[src/core/jpu_pkg.sv]
`default_nettype none
package jpu_pkg;
    // instruction and data register widths
    localparam int          IR_W          = 8;
    localparam int          DR_W          = 16;
    // instruction codes
    localparam logic [7:0]  INSTR_MAILBOX = 8'h61;  // mailbox exchange instruction
    localparam logic [7:0]  INSTR_CTRL    = 8'h13;  // control-signal register
    localparam logic [7:0]  INSTR_RELEASE = 8'h14;  // release with start address
    localparam logic [7:0]  INSTR_BYPASS  = 8'hFF;  // one-bit bypass
    // port identification value, arbitrary
    localparam logic [7:0]  PORT_ID       = 8'h5A;
    // mailbox words and the release reset marker
    localparam logic [15:0] MB_MODE32     = 16'h0011;
    localparam logic [15:0] MB_MODE16     = 16'h0001;
    localparam logic [15:0] MB_SLEEP_REQ  = 16'hA55A;
    localparam logic [15:0] MB_XCHG_REQ   = 16'h1E1E;
    localparam logic [15:0] RESET_MARK    = 16'hFFFE;
    // control-signal register fields
    localparam int          CTL_HOLD_BIT  = 0;
    localparam int          CTL_POR_BIT   = 1;
    localparam int          CTL_WDT_BIT   = 2;
    localparam logic [15:0] CTL_RESET     = 16'h0000;
    // mailbox status word fields
    localparam int          ST_WINDOW_BIT = 0;
    localparam int          ST_UNLOCK_BIT = 1;
    localparam int          ST_SLEEP_BIT  = 2;
    localparam int          ST_XCHG_BIT   = 3;
    // password exchange window
    localparam int          WINDOW_MS     = 1200;
    localparam int          CLK_HZ        = 10_000_000;
    localparam int          WINDOW_CYC    = WINDOW_MS * (CLK_HZ / 1000);
    // test access port states
    typedef enum logic [3:0] {
        TAP_RESET, TAP_IDLE, TAP_SEL_DR, TAP_CAP_DR, TAP_SH_DR, TAP_EX1_DR,
        TAP_PAU_DR, TAP_EX2_DR, TAP_UPD_DR, TAP_SEL_IR, TAP_CAP_IR, TAP_SH_IR,
        TAP_EX1_IR, TAP_PAU_IR, TAP_EX2_IR, TAP_UPD_IR
    } jpu_tap_t;
    // mailbox word width mode
    typedef enum logic [1:0] {MB_IDLE, MB_WIDE, MB_NARROW} jpu_mbmode_t;
endpackage
`default_nettype wire

[src/core/jpu_core.sv]
// How it works
// - unlock only via mailbox password check
// - window timeout forces brownout reset
// - wrong password forces brownout reset
// - after release, device enters deep sleep if a sleep request word was sent
// - eight-bit instruction, first bit lands LSB
// - identification value out during instruction shift
// - sixteen-bit data MSB first, old out
// - control register commands power-up clear
// - reset marker starts at reset vector
// - brownout also resets the test port
`timescale 1ns/10ps
`default_nettype none
module jpu_core #(
    parameter int unsigned WINDOW_CYC = jpu_pkg::WINDOW_CYC,  // exchange window in cycles
    parameter int unsigned PW_WORDS   = 4                     // password length in words
) (
    input  wire logic                   clk_sys_in,
    input  wire logic                   rst_b_in,
    input  wire logic                   tck_in,
    input  wire logic                   tms_in,
    input  wire logic                   tdi_in,
    input  wire logic [16*PW_WORDS-1:0] password_in,
    input  wire logic [15:0]            reset_vector_in,
    output logic                        tdo_out,
    output logic                        tdo_oe_b_out,
    output logic                        cpu_hold_out,
    output logic                        wdt_hold_out,
    output logic                        por_out,
    output logic                        brownout_reset_out,
    output logic                        unlock_out,
    output logic                        deep_sleep_out,
    output logic                        window_out,
    output logic                        start_out,
    output logic [15:0]                 start_addr_out
);
    localparam int TW = $clog2(WINDOW_CYC + 1);
    localparam int IW = (PW_WORDS > 1) ? $clog2(PW_WORDS) : 1;

    // next port state from tms
    function automatic jpu_pkg::jpu_tap_t tap_next(input jpu_pkg::jpu_tap_t s,
                                                   input logic tms);
        case (s)
            jpu_pkg::TAP_RESET:  tap_next = tms ? jpu_pkg::TAP_RESET  : jpu_pkg::TAP_IDLE;
            jpu_pkg::TAP_IDLE:   tap_next = tms ? jpu_pkg::TAP_SEL_DR : jpu_pkg::TAP_IDLE;
            jpu_pkg::TAP_SEL_DR: tap_next = tms ? jpu_pkg::TAP_SEL_IR : jpu_pkg::TAP_CAP_DR;
            jpu_pkg::TAP_CAP_DR: tap_next = tms ? jpu_pkg::TAP_EX1_DR : jpu_pkg::TAP_SH_DR;
            jpu_pkg::TAP_SH_DR:  tap_next = tms ? jpu_pkg::TAP_EX1_DR : jpu_pkg::TAP_SH_DR;
            jpu_pkg::TAP_EX1_DR: tap_next = tms ? jpu_pkg::TAP_UPD_DR : jpu_pkg::TAP_PAU_DR;
            jpu_pkg::TAP_PAU_DR: tap_next = tms ? jpu_pkg::TAP_EX2_DR : jpu_pkg::TAP_PAU_DR;
            jpu_pkg::TAP_EX2_DR: tap_next = tms ? jpu_pkg::TAP_UPD_DR : jpu_pkg::TAP_SH_DR;
            jpu_pkg::TAP_SEL_IR: tap_next = tms ? jpu_pkg::TAP_RESET  : jpu_pkg::TAP_CAP_IR;
            jpu_pkg::TAP_CAP_IR: tap_next = tms ? jpu_pkg::TAP_EX1_IR : jpu_pkg::TAP_SH_IR;
            jpu_pkg::TAP_SH_IR:  tap_next = tms ? jpu_pkg::TAP_EX1_IR : jpu_pkg::TAP_SH_IR;
            jpu_pkg::TAP_EX1_IR: tap_next = tms ? jpu_pkg::TAP_UPD_IR : jpu_pkg::TAP_PAU_IR;
            jpu_pkg::TAP_PAU_IR: tap_next = tms ? jpu_pkg::TAP_EX2_IR : jpu_pkg::TAP_PAU_IR;
            jpu_pkg::TAP_EX2_IR: tap_next = tms ? jpu_pkg::TAP_UPD_IR : jpu_pkg::TAP_SH_IR;
            default:             tap_next = tms ? jpu_pkg::TAP_SEL_DR : jpu_pkg::TAP_IDLE;
        endcase
    endfunction

    logic                  tck_rise;      // synced clock rising edge
    logic                  tck_fall;      // synced clock falling edge
    logic                  tms_s;         // synced mode select
    logic                  tdi_s;         // synced data in
    jpu_pkg::jpu_tap_t     tap_ff;        // port state
    jpu_pkg::jpu_mbmode_t  mb_ff;         // mailbox word mode
    logic [7:0]            instr_ff;      // current instruction
    logic [7:0]            ir_sh_ff;      // instruction shifter
    logic [15:0]           dr_sh_ff;      // data shifter
    logic [15:0]           ctl_ff;        // control-signal register
    logic                  sleep_req_ff;  // deep sleep asked for
    logic                  xchg_ff;       // exchange request pending
    logic [TW-1:0]         tmr_ff;        // window countdown
    logic [IW-1:0]         pw_idx_ff;     // password word index
    logic                  pw_bad_ff;     // some word already missed

    // pin synchroniser and clock edge finder
    jpu_pin_sync u_sync (
        .clk_sys_in   (clk_sys_in),
        .rst_b_in     (rst_b_in),
        .tck_in       (tck_in),
        .tms_in       (tms_in),
        .tdi_in       (tdi_in),
        .tck_rise_out (tck_rise),
        .tck_fall_out (tck_fall),
        .tms_out      (tms_s),
        .tdi_out      (tdi_s)
    );

    // port events, each one cycle wide on a clock rise, and the in_reset state level
    wire cap_ir   = tck_rise && tap_ff == jpu_pkg::TAP_CAP_IR;
    wire sh_ir    = tck_rise && tap_ff == jpu_pkg::TAP_SH_IR;
    wire upd_ir   = tck_rise && tap_ff == jpu_pkg::TAP_UPD_IR;
    wire cap_dr   = tck_rise && tap_ff == jpu_pkg::TAP_CAP_DR;
    wire sh_dr    = tck_rise && tap_ff == jpu_pkg::TAP_SH_DR;
    wire upd_dr   = tck_rise && tap_ff == jpu_pkg::TAP_UPD_DR;
    wire in_reset = tap_ff == jpu_pkg::TAP_RESET;
    // register selection by instruction
    wire sel_mb   = instr_ff == jpu_pkg::INSTR_MAILBOX;
    wire sel_ctl  = instr_ff == jpu_pkg::INSTR_CTRL;
    wire sel_rel  = instr_ff == jpu_pkg::INSTR_RELEASE;
    wire sel_wide = sel_mb || sel_ctl || sel_rel;
    wire wr_mb    = upd_dr && sel_mb;
    wire wr_ctl   = upd_dr && sel_ctl;
    wire wr_rel   = upd_dr && sel_rel;
    // release: hold bit dropped or release instruction updated
    wire rel_evt  = wr_rel || (wr_ctl && ctl_ff[jpu_pkg::CTL_HOLD_BIT]
                               && !dr_sh_ff[jpu_pkg::CTL_HOLD_BIT]);
    // password compare while the window is open
    wire pw_wr    = wr_mb && mb_ff == jpu_pkg::MB_NARROW && window_out;
    wire pw_hit   = dr_sh_ff == password_in[16*pw_idx_ff +: 16];
    wire pw_last  = pw_idx_ff == IW'(PW_WORDS - 1);
    wire pw_ok    = pw_wr && pw_last && pw_hit && !pw_bad_ff;
    wire pw_fail  = pw_wr && pw_last && !(pw_hit && !pw_bad_ff);
    wire timeout  = window_out && tmr_ff == TW'(1);
    wire brown_req = timeout || pw_fail;
    // capture value of the selected data register
    wire [15:0] status = {12'h000, xchg_ff, deep_sleep_out, unlock_out, window_out};
    wire [15:0] dr_cap = sel_mb  ? status :
                         sel_ctl ? ctl_ff :
                         sel_rel ? start_addr_out : 16'h0000;
    wire        dr_bit = sel_wide ? dr_sh_ff[15] : dr_sh_ff[0];
    wire        shifting = tap_ff == jpu_pkg::TAP_SH_IR || tap_ff == jpu_pkg::TAP_SH_DR;
    wire jpu_pkg::jpu_tap_t nxt_tap = tck_rise ? tap_next(tap_ff, tms_s) : tap_ff;

    always_ff @(posedge clk_sys_in or negedge rst_b_in) begin
        if (!rst_b_in) begin
            tap_ff   <= jpu_pkg::TAP_RESET;
            instr_ff <= jpu_pkg::INSTR_BYPASS;
        end else if (brown_req) begin
            tap_ff   <= jpu_pkg::TAP_RESET;
            instr_ff <= jpu_pkg::INSTR_BYPASS;
        end else begin
            tap_ff   <= nxt_tap;
            instr_ff <= in_reset ? jpu_pkg::INSTR_BYPASS : (upd_ir ? ir_sh_ff : instr_ff);
        end
    end

    // shifters; IR shifts right so the first bit lands in bit 0
    always_ff @(posedge clk_sys_in or negedge rst_b_in) begin
        if (!rst_b_in) begin
            ir_sh_ff <= 8'h00;
            dr_sh_ff <= 16'h0000;
        end else begin
            if (cap_ir) ir_sh_ff <= jpu_pkg::PORT_ID;
            else if (sh_ir) ir_sh_ff <= {tdi_s, ir_sh_ff[7:1]};
            if (cap_dr) dr_sh_ff <= dr_cap;
            else if (sh_dr) dr_sh_ff <= {dr_sh_ff[14:0], tdi_s};
        end
    end

    // data out changes on the falling clock; driven only while shifting
    always_ff @(posedge clk_sys_in or negedge rst_b_in) begin
        if (!rst_b_in) begin
            tdo_out      <= 1'b0;
            tdo_oe_b_out <= 1'b1;
        end else if (tck_fall) begin
            tdo_out      <= (tap_ff == jpu_pkg::TAP_SH_IR) ? ir_sh_ff[0] : dr_bit;
            tdo_oe_b_out <= !shifting;
        end
    end

    // mailbox mode and request words; port reset drops the mode only
    always_ff @(posedge clk_sys_in or negedge rst_b_in) begin
        if (!rst_b_in) begin
            mb_ff        <= jpu_pkg::MB_IDLE;
            sleep_req_ff <= 1'b0;
            xchg_ff      <= 1'b0;
        end else if (brown_req || rel_evt) begin
            mb_ff        <= jpu_pkg::MB_IDLE;
            sleep_req_ff <= 1'b0;
            xchg_ff      <= 1'b0;
        end else begin
            if (in_reset || upd_ir) mb_ff <= jpu_pkg::MB_IDLE;
            else if (wr_mb && mb_ff == jpu_pkg::MB_IDLE) begin
                if (dr_sh_ff == jpu_pkg::MB_MODE32) mb_ff <= jpu_pkg::MB_WIDE;
                else if (dr_sh_ff == jpu_pkg::MB_MODE16) mb_ff <= jpu_pkg::MB_NARROW;
            end
            if (wr_mb && mb_ff == jpu_pkg::MB_WIDE) begin
                if (dr_sh_ff == jpu_pkg::MB_SLEEP_REQ) sleep_req_ff <= 1'b1;
                if (dr_sh_ff == jpu_pkg::MB_XCHG_REQ) xchg_ff <= 1'b1;
            end
        end
    end

    // control register; power-up clear is a one-cycle pulse
    always_ff @(posedge clk_sys_in or negedge rst_b_in) begin
        if (!rst_b_in) begin
            ctl_ff <= jpu_pkg::CTL_RESET;
            por_out <= 1'b0;
        end else begin
            if (brown_req) ctl_ff <= jpu_pkg::CTL_RESET;
            else if (wr_ctl) ctl_ff <= dr_sh_ff;
            else if (wr_rel) ctl_ff[jpu_pkg::CTL_HOLD_BIT] <= 1'b0;
            por_out <= wr_ctl && dr_sh_ff[jpu_pkg::CTL_POR_BIT] && !brown_req;
        end
    end
    assign cpu_hold_out = ctl_ff[jpu_pkg::CTL_HOLD_BIT];
    assign wdt_hold_out = ctl_ff[jpu_pkg::CTL_WDT_BIT];

    // release and start address
    always_ff @(posedge clk_sys_in or negedge rst_b_in) begin
        if (!rst_b_in) begin
            start_out      <= 1'b0;
            start_addr_out <= 16'h0000;
        end else begin
            start_out <= wr_rel;
            if (wr_rel) begin
                start_addr_out <= (dr_sh_ff == jpu_pkg::RESET_MARK) ? reset_vector_in
                                                                    : dr_sh_ff;
            end
        end
    end

    // exchange window, opened by the release after a request
    always_ff @(posedge clk_sys_in or negedge rst_b_in) begin
        if (!rst_b_in) begin
            window_out <= 1'b0;
            tmr_ff     <= '0;
            pw_idx_ff  <= '0;
            pw_bad_ff  <= 1'b0;
        end else if (brown_req || pw_ok) begin
            window_out <= 1'b0;
            tmr_ff     <= '0;
        end else if (rel_evt && xchg_ff) begin
            window_out <= 1'b1;
            tmr_ff     <= TW'(WINDOW_CYC);
            pw_idx_ff  <= '0;
            pw_bad_ff  <= 1'b0;
        end else if (window_out) begin
            tmr_ff <= tmr_ff - TW'(1);
            if (pw_wr) begin
                pw_idx_ff <= pw_idx_ff + IW'(1);
                pw_bad_ff <= pw_bad_ff | !pw_hit;
            end
        end
    end

    // outcome: unlock, brownout pulse, deep sleep
    always_ff @(posedge clk_sys_in or negedge rst_b_in) begin
        if (!rst_b_in) begin
            unlock_out         <= 1'b0;
            brownout_reset_out <= 1'b0;
            deep_sleep_out     <= 1'b0;
        end else begin
            brownout_reset_out <= brown_req;
            unlock_out <= !brown_req && (unlock_out || pw_ok);
            deep_sleep_out <= !brown_req && (rel_evt ? sleep_req_ff : deep_sleep_out);
        end
    end
endmodule
`default_nettype wire

[src/core/jpu_pin_sync.sv]
`timescale 1ns/10ps
`default_nettype none
module jpu_pin_sync (
    input  wire logic clk_sys_in,
    input  wire logic rst_b_in,
    input  wire logic tck_in,
    input  wire logic tms_in,
    input  wire logic tdi_in,
    output logic      tck_rise_out,
    output logic      tck_fall_out,
    output logic      tms_out,
    output logic      tdi_out
);
    logic [2:0] meta_ff;   // first stage, read only by the second
    logic [2:0] sync_ff;   // second stage: {tck, tms, tdi}
    logic       tck_d_ff;  // previous synced clock level

    // two-flop synchroniser, then one more flop for edge finding
    always_ff @(posedge clk_sys_in or negedge rst_b_in) begin
        if (!rst_b_in) begin
            meta_ff  <= 3'h0;
            sync_ff  <= 3'h0;
            tck_d_ff <= 1'b0;
        end else begin
            meta_ff  <= {tck_in, tms_in, tdi_in};
            sync_ff  <= meta_ff;
            tck_d_ff <= sync_ff[2];
        end
    end

    // tms and tdi share the clock's delay, so they align with its edges
    assign tck_rise_out = sync_ff[2] & ~tck_d_ff;
    assign tck_fall_out = ~sync_ff[2] & tck_d_ff;
    assign tms_out      = sync_ff[1];
    assign tdi_out      = sync_ff[0];
endmodule
`default_nettype wire

[config.mk]
export PLATFORM = sky130hd
export DESIGN_NAME = jpu_core
export DESIGN_NICKNAME = d
export VERILOG_FILES = /design/src/core/jpu_pkg.sv /design/src/core/jpu_core.sv /design/src/core/jpu_pin_sync.sv
export SDC_FILE = /design/constraint.sdc
export NUM_CORES = 1
export LEC_CHECK = 0
export ABC_AREA = 1
export ABC_CLOCK_PERIOD_IN_PS = 2850
export BUFFER_PORTS_ARGS = -buffer_cell sky130_fd_sc_hd__buf_4
export CORE_AREA = 5 5 116 118
export CTS_CLUSTER_DIAMETER = 150
export DETAILED_ROUTE_END_ITERATION = 16
export DIE_AREA = 0 0 121 123
export PLACE_DENSITY = 0.79
export REMOVE_ABC_BUFFERS = 1
export SKIP_CTS_REPAIR_TIMING = 1
export SLEW_MARGIN = 20
export SYNTH_ARGS = -nofsm -noshare
export SYNTH_HDL_FRONTEND = slang
export SYNTH_SLANG_ARGS = --single-unit
[constraint.sdc]
create_clock -name clk_sys_in -period 2.85 [get_ports clk_sys_in]
set_clock_uncertainty 0.15 [all_clocks]
set_input_delay 0 -clock clk_sys_in [delete_from_list [all_inputs] [get_ports clk_sys_in]]
set_output_delay 0 -clock clk_sys_in [all_outputs]
set_load 0.02 [all_outputs]
==> metrics.md, run 1 <==
| Metric | Value |
|---|---|
| Number of instances in the synthesized netlist | 912 |
| Via count | 6822 |
| Period utilisation layout | 85.41% |
| Cell family with the largest share of critical-path delay | simple AND/OR/NAND/NOR gates |
| Total clock sinks | 114 |
| Worst slew pin tran | 0.6821 ns |
| Dominant synthesized flop cell | dfrtp_1 |
| Clock tree from TritonCTS | done |
| I/O pin count | 111 |
| Class of the tightest hold or removal check | primary input to register |
| Fmax | 410.8 MHz |
| N_diodes | 0 |
| Number of buffers added on ports | 110 |
| Slowest cell on the critical path | dfstp_2 |
| Clock latency at the later pin of the worst-skew pair | 0.42 ns |
| Die footprint | 14880 um2 |
| X dimension of the die | 121 um |
| Worst rel slew slack | 54.38% |
| DRC violation count after routing | 0 |
| Number of buffers on the longest clock path | 2 |
| Setup Slack @ Placement | 0.4806 ns |
| Placer's final routability congestion estimate | 0.9523 |
| Initial DRT Pass Iterations | 6 |
| HPWL after DPL | 13770 um |
| Count of final hold-check violations | 0 |
| Post-route ant nets | 0 |
| Final Routed Wirelength | 19650 um |
| Clock transition at the registers of the reported paths | 0.05 ns |
| Initial antenna violation count | 0 |
| Count of flip-flops with a built-in enable after synthesis | 0 |
| Largest net degree at the start of global routing | 51 |
| Total core area | 12360 um2 |
| Post-layout worst setup margin | 0.4157 ns |
| Post-DR vias/cell | 5.546 |
| Summed negative setup slack over all endpoints | 0 ns |
| CP Max Fanout | 19 |
| Sequential share of the synthesized area | 41.75% |
| Detailed Route Iter0 Violations | 734 |
| Status | finished, final reports clean |
| Master cell of the clock root buffer | clkbuf_16 |
| # Max-Cap Violations | 0 |
| Total Power Consumption | 0.005591 W |
| Placed Area | 7802 um2 |
| TritonCTS buffer count | 17 |
| Slew Limit Fails | 0 |
| Leakage Power | 4.316 nW |
| Routed wirelength normalized by instance count | 15.97 um |
| Nets | 1134 |
| Proportion of layout cells with a drive suffix above 1 | 19.75% |
| Starting utilization of the core area | 55.49% |
| Global-route wire length before repair | 31600 um |
| Std cell rows | 41 |
| Via count of the first global-routing pass | 6539 |
| Final worst path period need | 2.434 ns |
| Startpoint Class | register |
| Synth-to-layout area growth | 25.77% |
| Ys async rst share | 100.0% |
| Peak per-stage delay on the critical path | 0.54 ns |
| Yosys warns | 0 |
| Overall routing resource usage | 26.68% |
| Final-report setup violation count | 0 |
| Synth Register Bits | 114 |
| Total standard cell area after synthesis | 6860 um2 |
| Endpoint required time on the critical path | 3.01 ns |
| Die H | 123 um |
| Setup repair after global routing missed its margin | false |
| Global route total overflow | 0 |
| Total power divided by cell area | 648.0 nW/um2 |
| CP most frequent cell | nor2_1 |
| Design Area, Final | 8628 um2 |
| Buffers plus inverters on the worst setup path | 2 |
| Synthesized area divided by synthesized cell count | 7.522 um2 |
| H-Tree Depth | 4 |
| Yosys cell types | 51 |
| Maximum vdd drop | 0.5760 mV |
| Crit end category | register |
| Fillers | 1028 |
| Worst setup path category | register to register |
| CP cell instances | inv_1 > nor4_1 > nand2_1 > nor2_1 > nand4_1 > nor2_1 > nand2_2 > nand2_4 > buf_4 > a21oi_2 |
| Crit path arrival time | 2.60 ns |
## worst paths after layout
check	slack, ns	startpoint	cells after the start	end
setup / recovery	0.42	instr_ff[0]	10	ctl_ff[10]
setup reg to reg	0.42	instr_ff[0]	10	ctl_ff[10]
hold / removal	0.08	tdi_in	2	u_sync.meta_ff[0]
hold reg to reg	0.20	u_sync.meta_ff[2]	0	u_sync.sync_ff[2]
max in group asynchronous	0.69	rst_b_in	4	dr_sh_ff[3]
min in group asynchronous	0.45	rst_b_in	3	ctl_ff[7]
## logic make-up (layout without fill, tap and decap cells)
logic type               after synthesis  after routing  synth area share, %
AO/OA/AOI/OAI                        183            183                16.83
XOR/XNOR                              21             21                2.681
adder cells (fa/ha/maj)                3              3               0.5472
buffers and inverters                147            293                9.557
flip-flops                           114            114                41.75
AND/OR/NAND/NOR                      444            444                28.63
## where the power goes
group | total [W] | switching, W | internal (W)
combinational | 0.00123 | 0.000747 | 0.000480
clock | 0.00220 | 0.000763 | 0.00144
sequential | 0.00216 | 0.000342 | 0.00182
## through the flow
step | hold WS (ns) | util (%) | std cells
after floorplan | -0.4456 | - | 882
after global placement | -0.1299 | 63.11 | 1177
after detailed placement | -0.1344 | 63.11 | 1177
after CTS | -0.5786 | 68.01 | 1208
after global routing | 0.09053 | 69.79 | 1230
final | 0.07801 | 69.79 | 1230
## Yosys cell counts, types with 5 or more instances
| library cell | count | area [um2] |
|---|---|---|
| o211ai_1 | 19 | 142.6 |
| inv_1 | 109 | 409.1 |
| nor3_1 | 15 | 75.07 |
| nand3_1 | 66 | 330.3 |
| buf_6 | 10 | 112.6 |
| nand2_1 | 244 | 915.9 |
| inv_2 | 5 | 18.77 |
| dfrtp_1 | 105 | 2628 |
| a21oi_1 | 26 | 130.1 |
| a22oi_1 | 15 | 112.6 |
| clkbuf_1 | 11 | 41.29 |
| a21oi_2 | 19 | 166.4 |
| xnor2_1 | 6 | 52.55 |
| o22ai_1 | 9 | 56.30 |
| buf_2 | 5 | 25.02 |
| nand4_1 | 15 | 93.84 |
| dfstp_2 | 9 | 236.5 |
| nor4_1 | 11 | 68.82 |
| xor2_1 | 15 | 131.4 |
| o21ai_1 | 13 | 65.06 |
| nor2_1 | 68 | 255.2 |
| o21ai_0 | 62 | 310.3 |
| o31ai_1 | 5 | 37.54 |
## cell type report
cell class	count	area (um2)	share of cell area, %
well taps	172	215.2	2.494
multi-input cells	651	3341	38.72
clock buffers	23	478.0	5.539
repair buffers	145	1156	13.40
flip-flops and latches	114	2864	33.19
inverters	117	446.7	5.177
clock inverters	8	127.6	1.479
## placed cells by master, fill, tap and decap left out, types with 13 or more instances in the layout
cell           Yosys  routed
nand3_1           66      66
nand4_1           15      15
dfrtp_1          105     105
o211ai_1          19      19
o21ai_1           13      13
nand2_1          244     244
nor3_1            15      15
buf_4              4     122
clkbuf_16          0      17
xor2_1            15      15
a21oi_2           19      19
a22oi_1           15      15
inv_1            109     109
a21oi_1           26      26
nor2_1            68      68
o21ai_0           62      62
dlygate4sd3_1      0      22
## per-layer routing
layer  wire (um)  part of all wire [%]  up-vias  global-route usage [%]
li1            -                     -     3304                       -
met1        8017                    41     3166                   33.92
met2        9647                    49      308                   44.49
met3        1526                   7.8       44                   6.587
met4         455                   2.3        0                   9.703
met5           0                     0        -                       0
## flip-flops by register name, indices dropped and copies added, names as in the netlist
name	cells
tmr_ff	24
ctl_ff	16
dr_sh_ff	16
start_addr_out	16
instr_ff	8
ir_sh_ff	8
tap_ff	4
u_sync.meta_ff	3
u_sync.sync_ff	3
mb_ff	2
pw_idx_ff	2
brownout_reset_out	1
deep_sleep_out	1
por_out	1
pw_bad_ff	1
sleep_req_ff	1
start_out	1
tdo_oe_b_out	1
tdo_out	1
u_sync.tck_d_ff	1
unlock_out	1
window_out	1
xchg_ff	1
No activity file was read; power rests on OpenSTA's default activity.
==> run 2: changes to the inputs <==
--- a/config.mk
+++ b/config.mk
@@ -8,14 +8,15 @@
 export ABC_AREA = 1
 export ABC_CLOCK_PERIOD_IN_PS = 2850
 export BUFFER_PORTS_ARGS = -buffer_cell sky130_fd_sc_hd__buf_4
-export CORE_AREA = 5 5 116 118
+export CORE_AREA = 5 5 117 119
 export CTS_CLUSTER_DIAMETER = 150
 export DETAILED_ROUTE_END_ITERATION = 16
-export DIE_AREA = 0 0 121 123
+export DIE_AREA = 0 0 122 124
 export PLACE_DENSITY = 0.79
 export REMOVE_ABC_BUFFERS = 1
 export SKIP_CTS_REPAIR_TIMING = 1
 export SLEW_MARGIN = 20
 export SYNTH_ARGS = -nofsm -noshare
 export SYNTH_HDL_FRONTEND = slang
+export SYNTH_HIERARCHICAL = 1
 export SYNTH_SLANG_ARGS = --single-unit
==> constraint.sdc (replaced) <==
create_clock -name clk_sys_in -period 2.85 [get_ports clk_sys_in]
set_clock_uncertainty 0.15 [all_clocks]
set_input_delay 0.1425 -clock clk_sys_in [delete_from_list [all_inputs] [get_ports clk_sys_in]]
set_output_delay 0.1425 -clock clk_sys_in [all_outputs]
set_load 0.02 [all_outputs]
==> metrics.md, run 2 <==
| Metric | Value |
|---|---|
| Proportion of layout cells with a drive suffix above 1 | 22.23% (was 19.75%) |
| Most area-consuming cells after synthesis | dfrtp_1 38%, nand2_1 12%, nand3_1 5.9% (was dfrtp_1 38%, nand2_1 13%, inv_1 6.0%) |
| CP Max Fanout | 8 (was 19) |
| Final standard cell utilization of the core | 69.58% (was 69.79%) |
| Post-Place Cells | 1168 (was 1177) |
| Post-DR vias/cell | 5.619 (was 5.546) |
| Setup repair after global routing missed its margin | false (unchanged) |
| Design Area, Final | 8673 um2 (was 8628 um2) |
| Maximum vdd drop | 0.4328 mV (was 0.5760 mV) |
| Total core area | 12470 um2 (was 12360 um2) |
| Crit end category | register (unchanged) |
| Total standard cell area after synthesis | 6915 um2 (was 6860 um2) |
| Initial DRT Pass Iterations | 7 (was 6) |
| Number of cells on the worst reg-to-reg path | 8 (was 10) |
| Startpoint Class | register (unchanged) |
| Commonest non-fill, non-tap cell in the layout | nand2_1 (unchanged) |
| Period utilisation layout | 86.43% (was 85.41%) |
| Fraction of synthesized cell area taken by the top area cell type | 38.00% (was 38.30%) |
| Total Power Consumption | 0.005809 W (was 0.005591 W) |
| TritonCTS buffer count | 17 (unchanged) |
| Worst slew pin tran | 0.7030 ns (was 0.6821 ns) |
| Total power divided by cell area | 669.8 nW/um2 (was 648.0 nW/um2) |
| Critical register-to-register path endpoint | start_addr_out[13] (was ctl_ff[10]) |
| Commonest cells in the synthesized netlist | 222 x nand2_1, 105 x dfrtp_1, 99 x inv_1 (was 244 x nand2_1, 109 x inv_1, 105 x dfrtp_1) |
| Sequential share of the synthesized area | 41.41% (was 41.75%) |
| Number of standard cells in the final layout excluding fillers | 1220 (was 1230) |
| Global-route wire length before repair | 31150 um (was 31600 um) |
| Via count | 6855 (was 6822) |
| Number of flip-flops in the largest register | 24 (unchanged) |
| DRC violation count after routing | 0 (unchanged) |
| Via count of the first global-routing pass | 6361 (was 6539) |
| Status | finished, final reports clean (unchanged) |
| HPWL after DPL | 13950 um (was 13770 um) |
| # Max-Cap Violations | 0 (unchanged) |
| Minimum setup slack among reg-to-reg paths | 0.39 ns (was 0.42 ns) |
| Synthesized area divided by synthesized cell count | 7.633 um2 (was 7.522 um2) |
| Starting utilization of the core area | 55.48% (was 55.49%) |
| Largest net degree at the start of global routing | 63 (was 51) |
| H-Tree Depth | 4 (unchanged) |
| Placed Area | 7851 um2 (was 7802 um2) |
| Fmax | 406.0 MHz (was 410.8 MHz) |
| Placer's final routability congestion estimate | 0.8840 (was 0.9523) |
| Global route total overflow | 0 (unchanged) |
| Total clock sinks | 114 (unchanged) |
| Count of final hold-check violations | 0 (unchanged) |
| Class of the tightest hold or removal check | primary input to async pin (was primary input to register) |
| Std cell rows | 41 (unchanged) |
| Number of instances in the synthesized netlist | 906 (was 912) |
| Die H | 124 um (was 123 um) |
| Detailed Route Iter0 Violations | 770 (was 734) |
| Final worst path period need | 2.463 ns (was 2.434 ns) |
| Master cell of the clock root buffer | clkbuf_16 (unchanged) |
| Clock latency at the later pin of the worst-skew pair | 0.43 ns (was 0.42 ns) |
| Worst setup path category | register to register (unchanged) |
| Clock transition at the registers of the reported paths | 0.06 ns (was 0.05 ns) |
| Summed negative setup slack over all endpoints | 0 ns (unchanged) |
| Most flops, register | tmr_ff (unchanged) |
| Endpoint required time on the critical path | 3.00 ns (was 3.01 ns) |
| Dominant cell type by area after synthesis | dfrtp_1 (unchanged) |
| Most common cell in the netlist | nand2_1 (unchanged) |
| Routed wirelength normalized by instance count | 16.26 um (was 15.97 um) |
| Crit path arrival time | 2.61 ns (was 2.60 ns) |
| R2r startpoint | dr_sh_ff[1] (was instr_ff[0]) |
| Count of flip-flops with a built-in enable after synthesis | 0 (unchanged) |
| X dimension of the die | 122 um (was 121 um) |
| I/O pin count | 111 (unchanged) |
| Synth Register Bits | 114 (unchanged) |
| Final Routed Wirelength | 19840 um (was 19650 um) |
| Ys async rst share | 100.0% (unchanged) |
| Synth-to-layout area growth | 25.42% (was 25.77%) |
| Overall routing resource usage | 25.98% (was 26.68%) |
| Worst rel slew slack | 53.02% (was 54.38%) |
| N_diodes | 0 (unchanged) |
| Initial antenna violation count | 0 (unchanged) |
| Number of buffers added on ports | 110 (unchanged) |
| Yosys warns | 6 (was 0) |
| Nets | 1123 (was 1134) |
| Yosys cell types | 46 (was 51) |
| Dominant synthesized flop cell | dfrtp_1 (unchanged) |
| Leakage Power | 4.196 nW (was 4.316 nW) |
| Slew Limit Fails | 0 (unchanged) |
| Final-report setup violation count | 0 (unchanged) |
| Post-route ant nets | 0 (unchanged) |
| Die footprint | 15130 um2 (was 14880 um2) |
| Number of buffers on the longest clock path | 2 (unchanged) |
| Clock tree from TritonCTS | done (unchanged) |
| Fillers | 1056 (was 1028) |
| Commonest non-fill, non-tap cells in the layout | 222 x nand2_1, 122 x buf_4, 105 x dfrtp_1, 99 x inv_1, 82 x nand3_1 (was 244 x nand2_1, 122 x buf_4, 109 x inv_1, 105 x dfrtp_1, 68 x nor2_1) |
## run 2: metal layers
metal	wire, um	share of wire (%)	GRT usage [%]	vias to the layer above
li1	-	-	-	3296
met1	8210	41	33.35	3206
met2	9675	49	43.13	298
met3	1351	6.8	5.540	55
met4	603	3.0	10.36	0
met5	0	0	0	-
## run 2: cell type report
cell class	instances	area [um2]	area share (%)
well taps	172	215.2	2.481
clock inverters	12	155.1	1.789
clock buffers	20	466.7	5.381
repair buffers	143	1136	13.10
inverters	114	436.7	5.035
multi-input cells	645	3400	39.20
flip-flops and latches	114	2864	33.02
## run 2: power breakdown
part	switching (W)	internal (W)
combinational	0.000756	0.000481
clock	0.000787	0.00144
sequential	0.000441	0.00190
total	0.00198	0.00382
## run 2: cell families (layout without fill, tap and decap cells)
family / Yosys count / after routing / synth area share [%]
AO/OA/AOI/OAI: 179 / 179 / 17.12
flip-flops: 114 / 114 / 41.41
AND/OR/NAND/NOR: 441 / 441 / 28.71
buffers and inverters: 147 / 289 / 9.427
adder cells (fa/ha/maj): 3 / 3 / 0.5428
XOR/XNOR: 22 / 22 / 2.786
## run 2: worst max path at each step
stage | to | start | slack [ns]
detailed placement | pw_idx_ff[0] | instr_ff[2] | 0.44
CTS | pw_idx_ff[0] | instr_ff[2] | 0.42
global route | pw_idx_ff[0] | instr_ff[4] | 0.19
finish | start_addr_out[13] | dr_sh_ff[1] | 0.39
floorplan | tmr_ff[15] | instr_ff[4] | 0.19
global placement | pw_idx_ff[0] | instr_ff[0] | 0.44
## run 2: worst max-delay path, cell delays in order, from the launching register on
cell,delay (ns)
dfrtp_1,0.42
inv_1,0.18
nor2_1,0.12
inv_1,0.06
nor3_1,0.31
nand4_1,0.46
buf_4,0.34
o211ai_1,0.17
o21ai_0,0.12
## run 2: per-stage QoR
stage | hold slack [ns] | setup slack, ns
2_1_floorplan | -0.3031 | 0.1899
3_3_place_gp | -0.04987 | 0.4384
3_5_place_dp | -0.05081 | 0.4364
4_1_cts | -0.4917 | 0.4183
5_1_grt | 0.06058 | 0.1938
6_report | 0.03796 | 0.3867
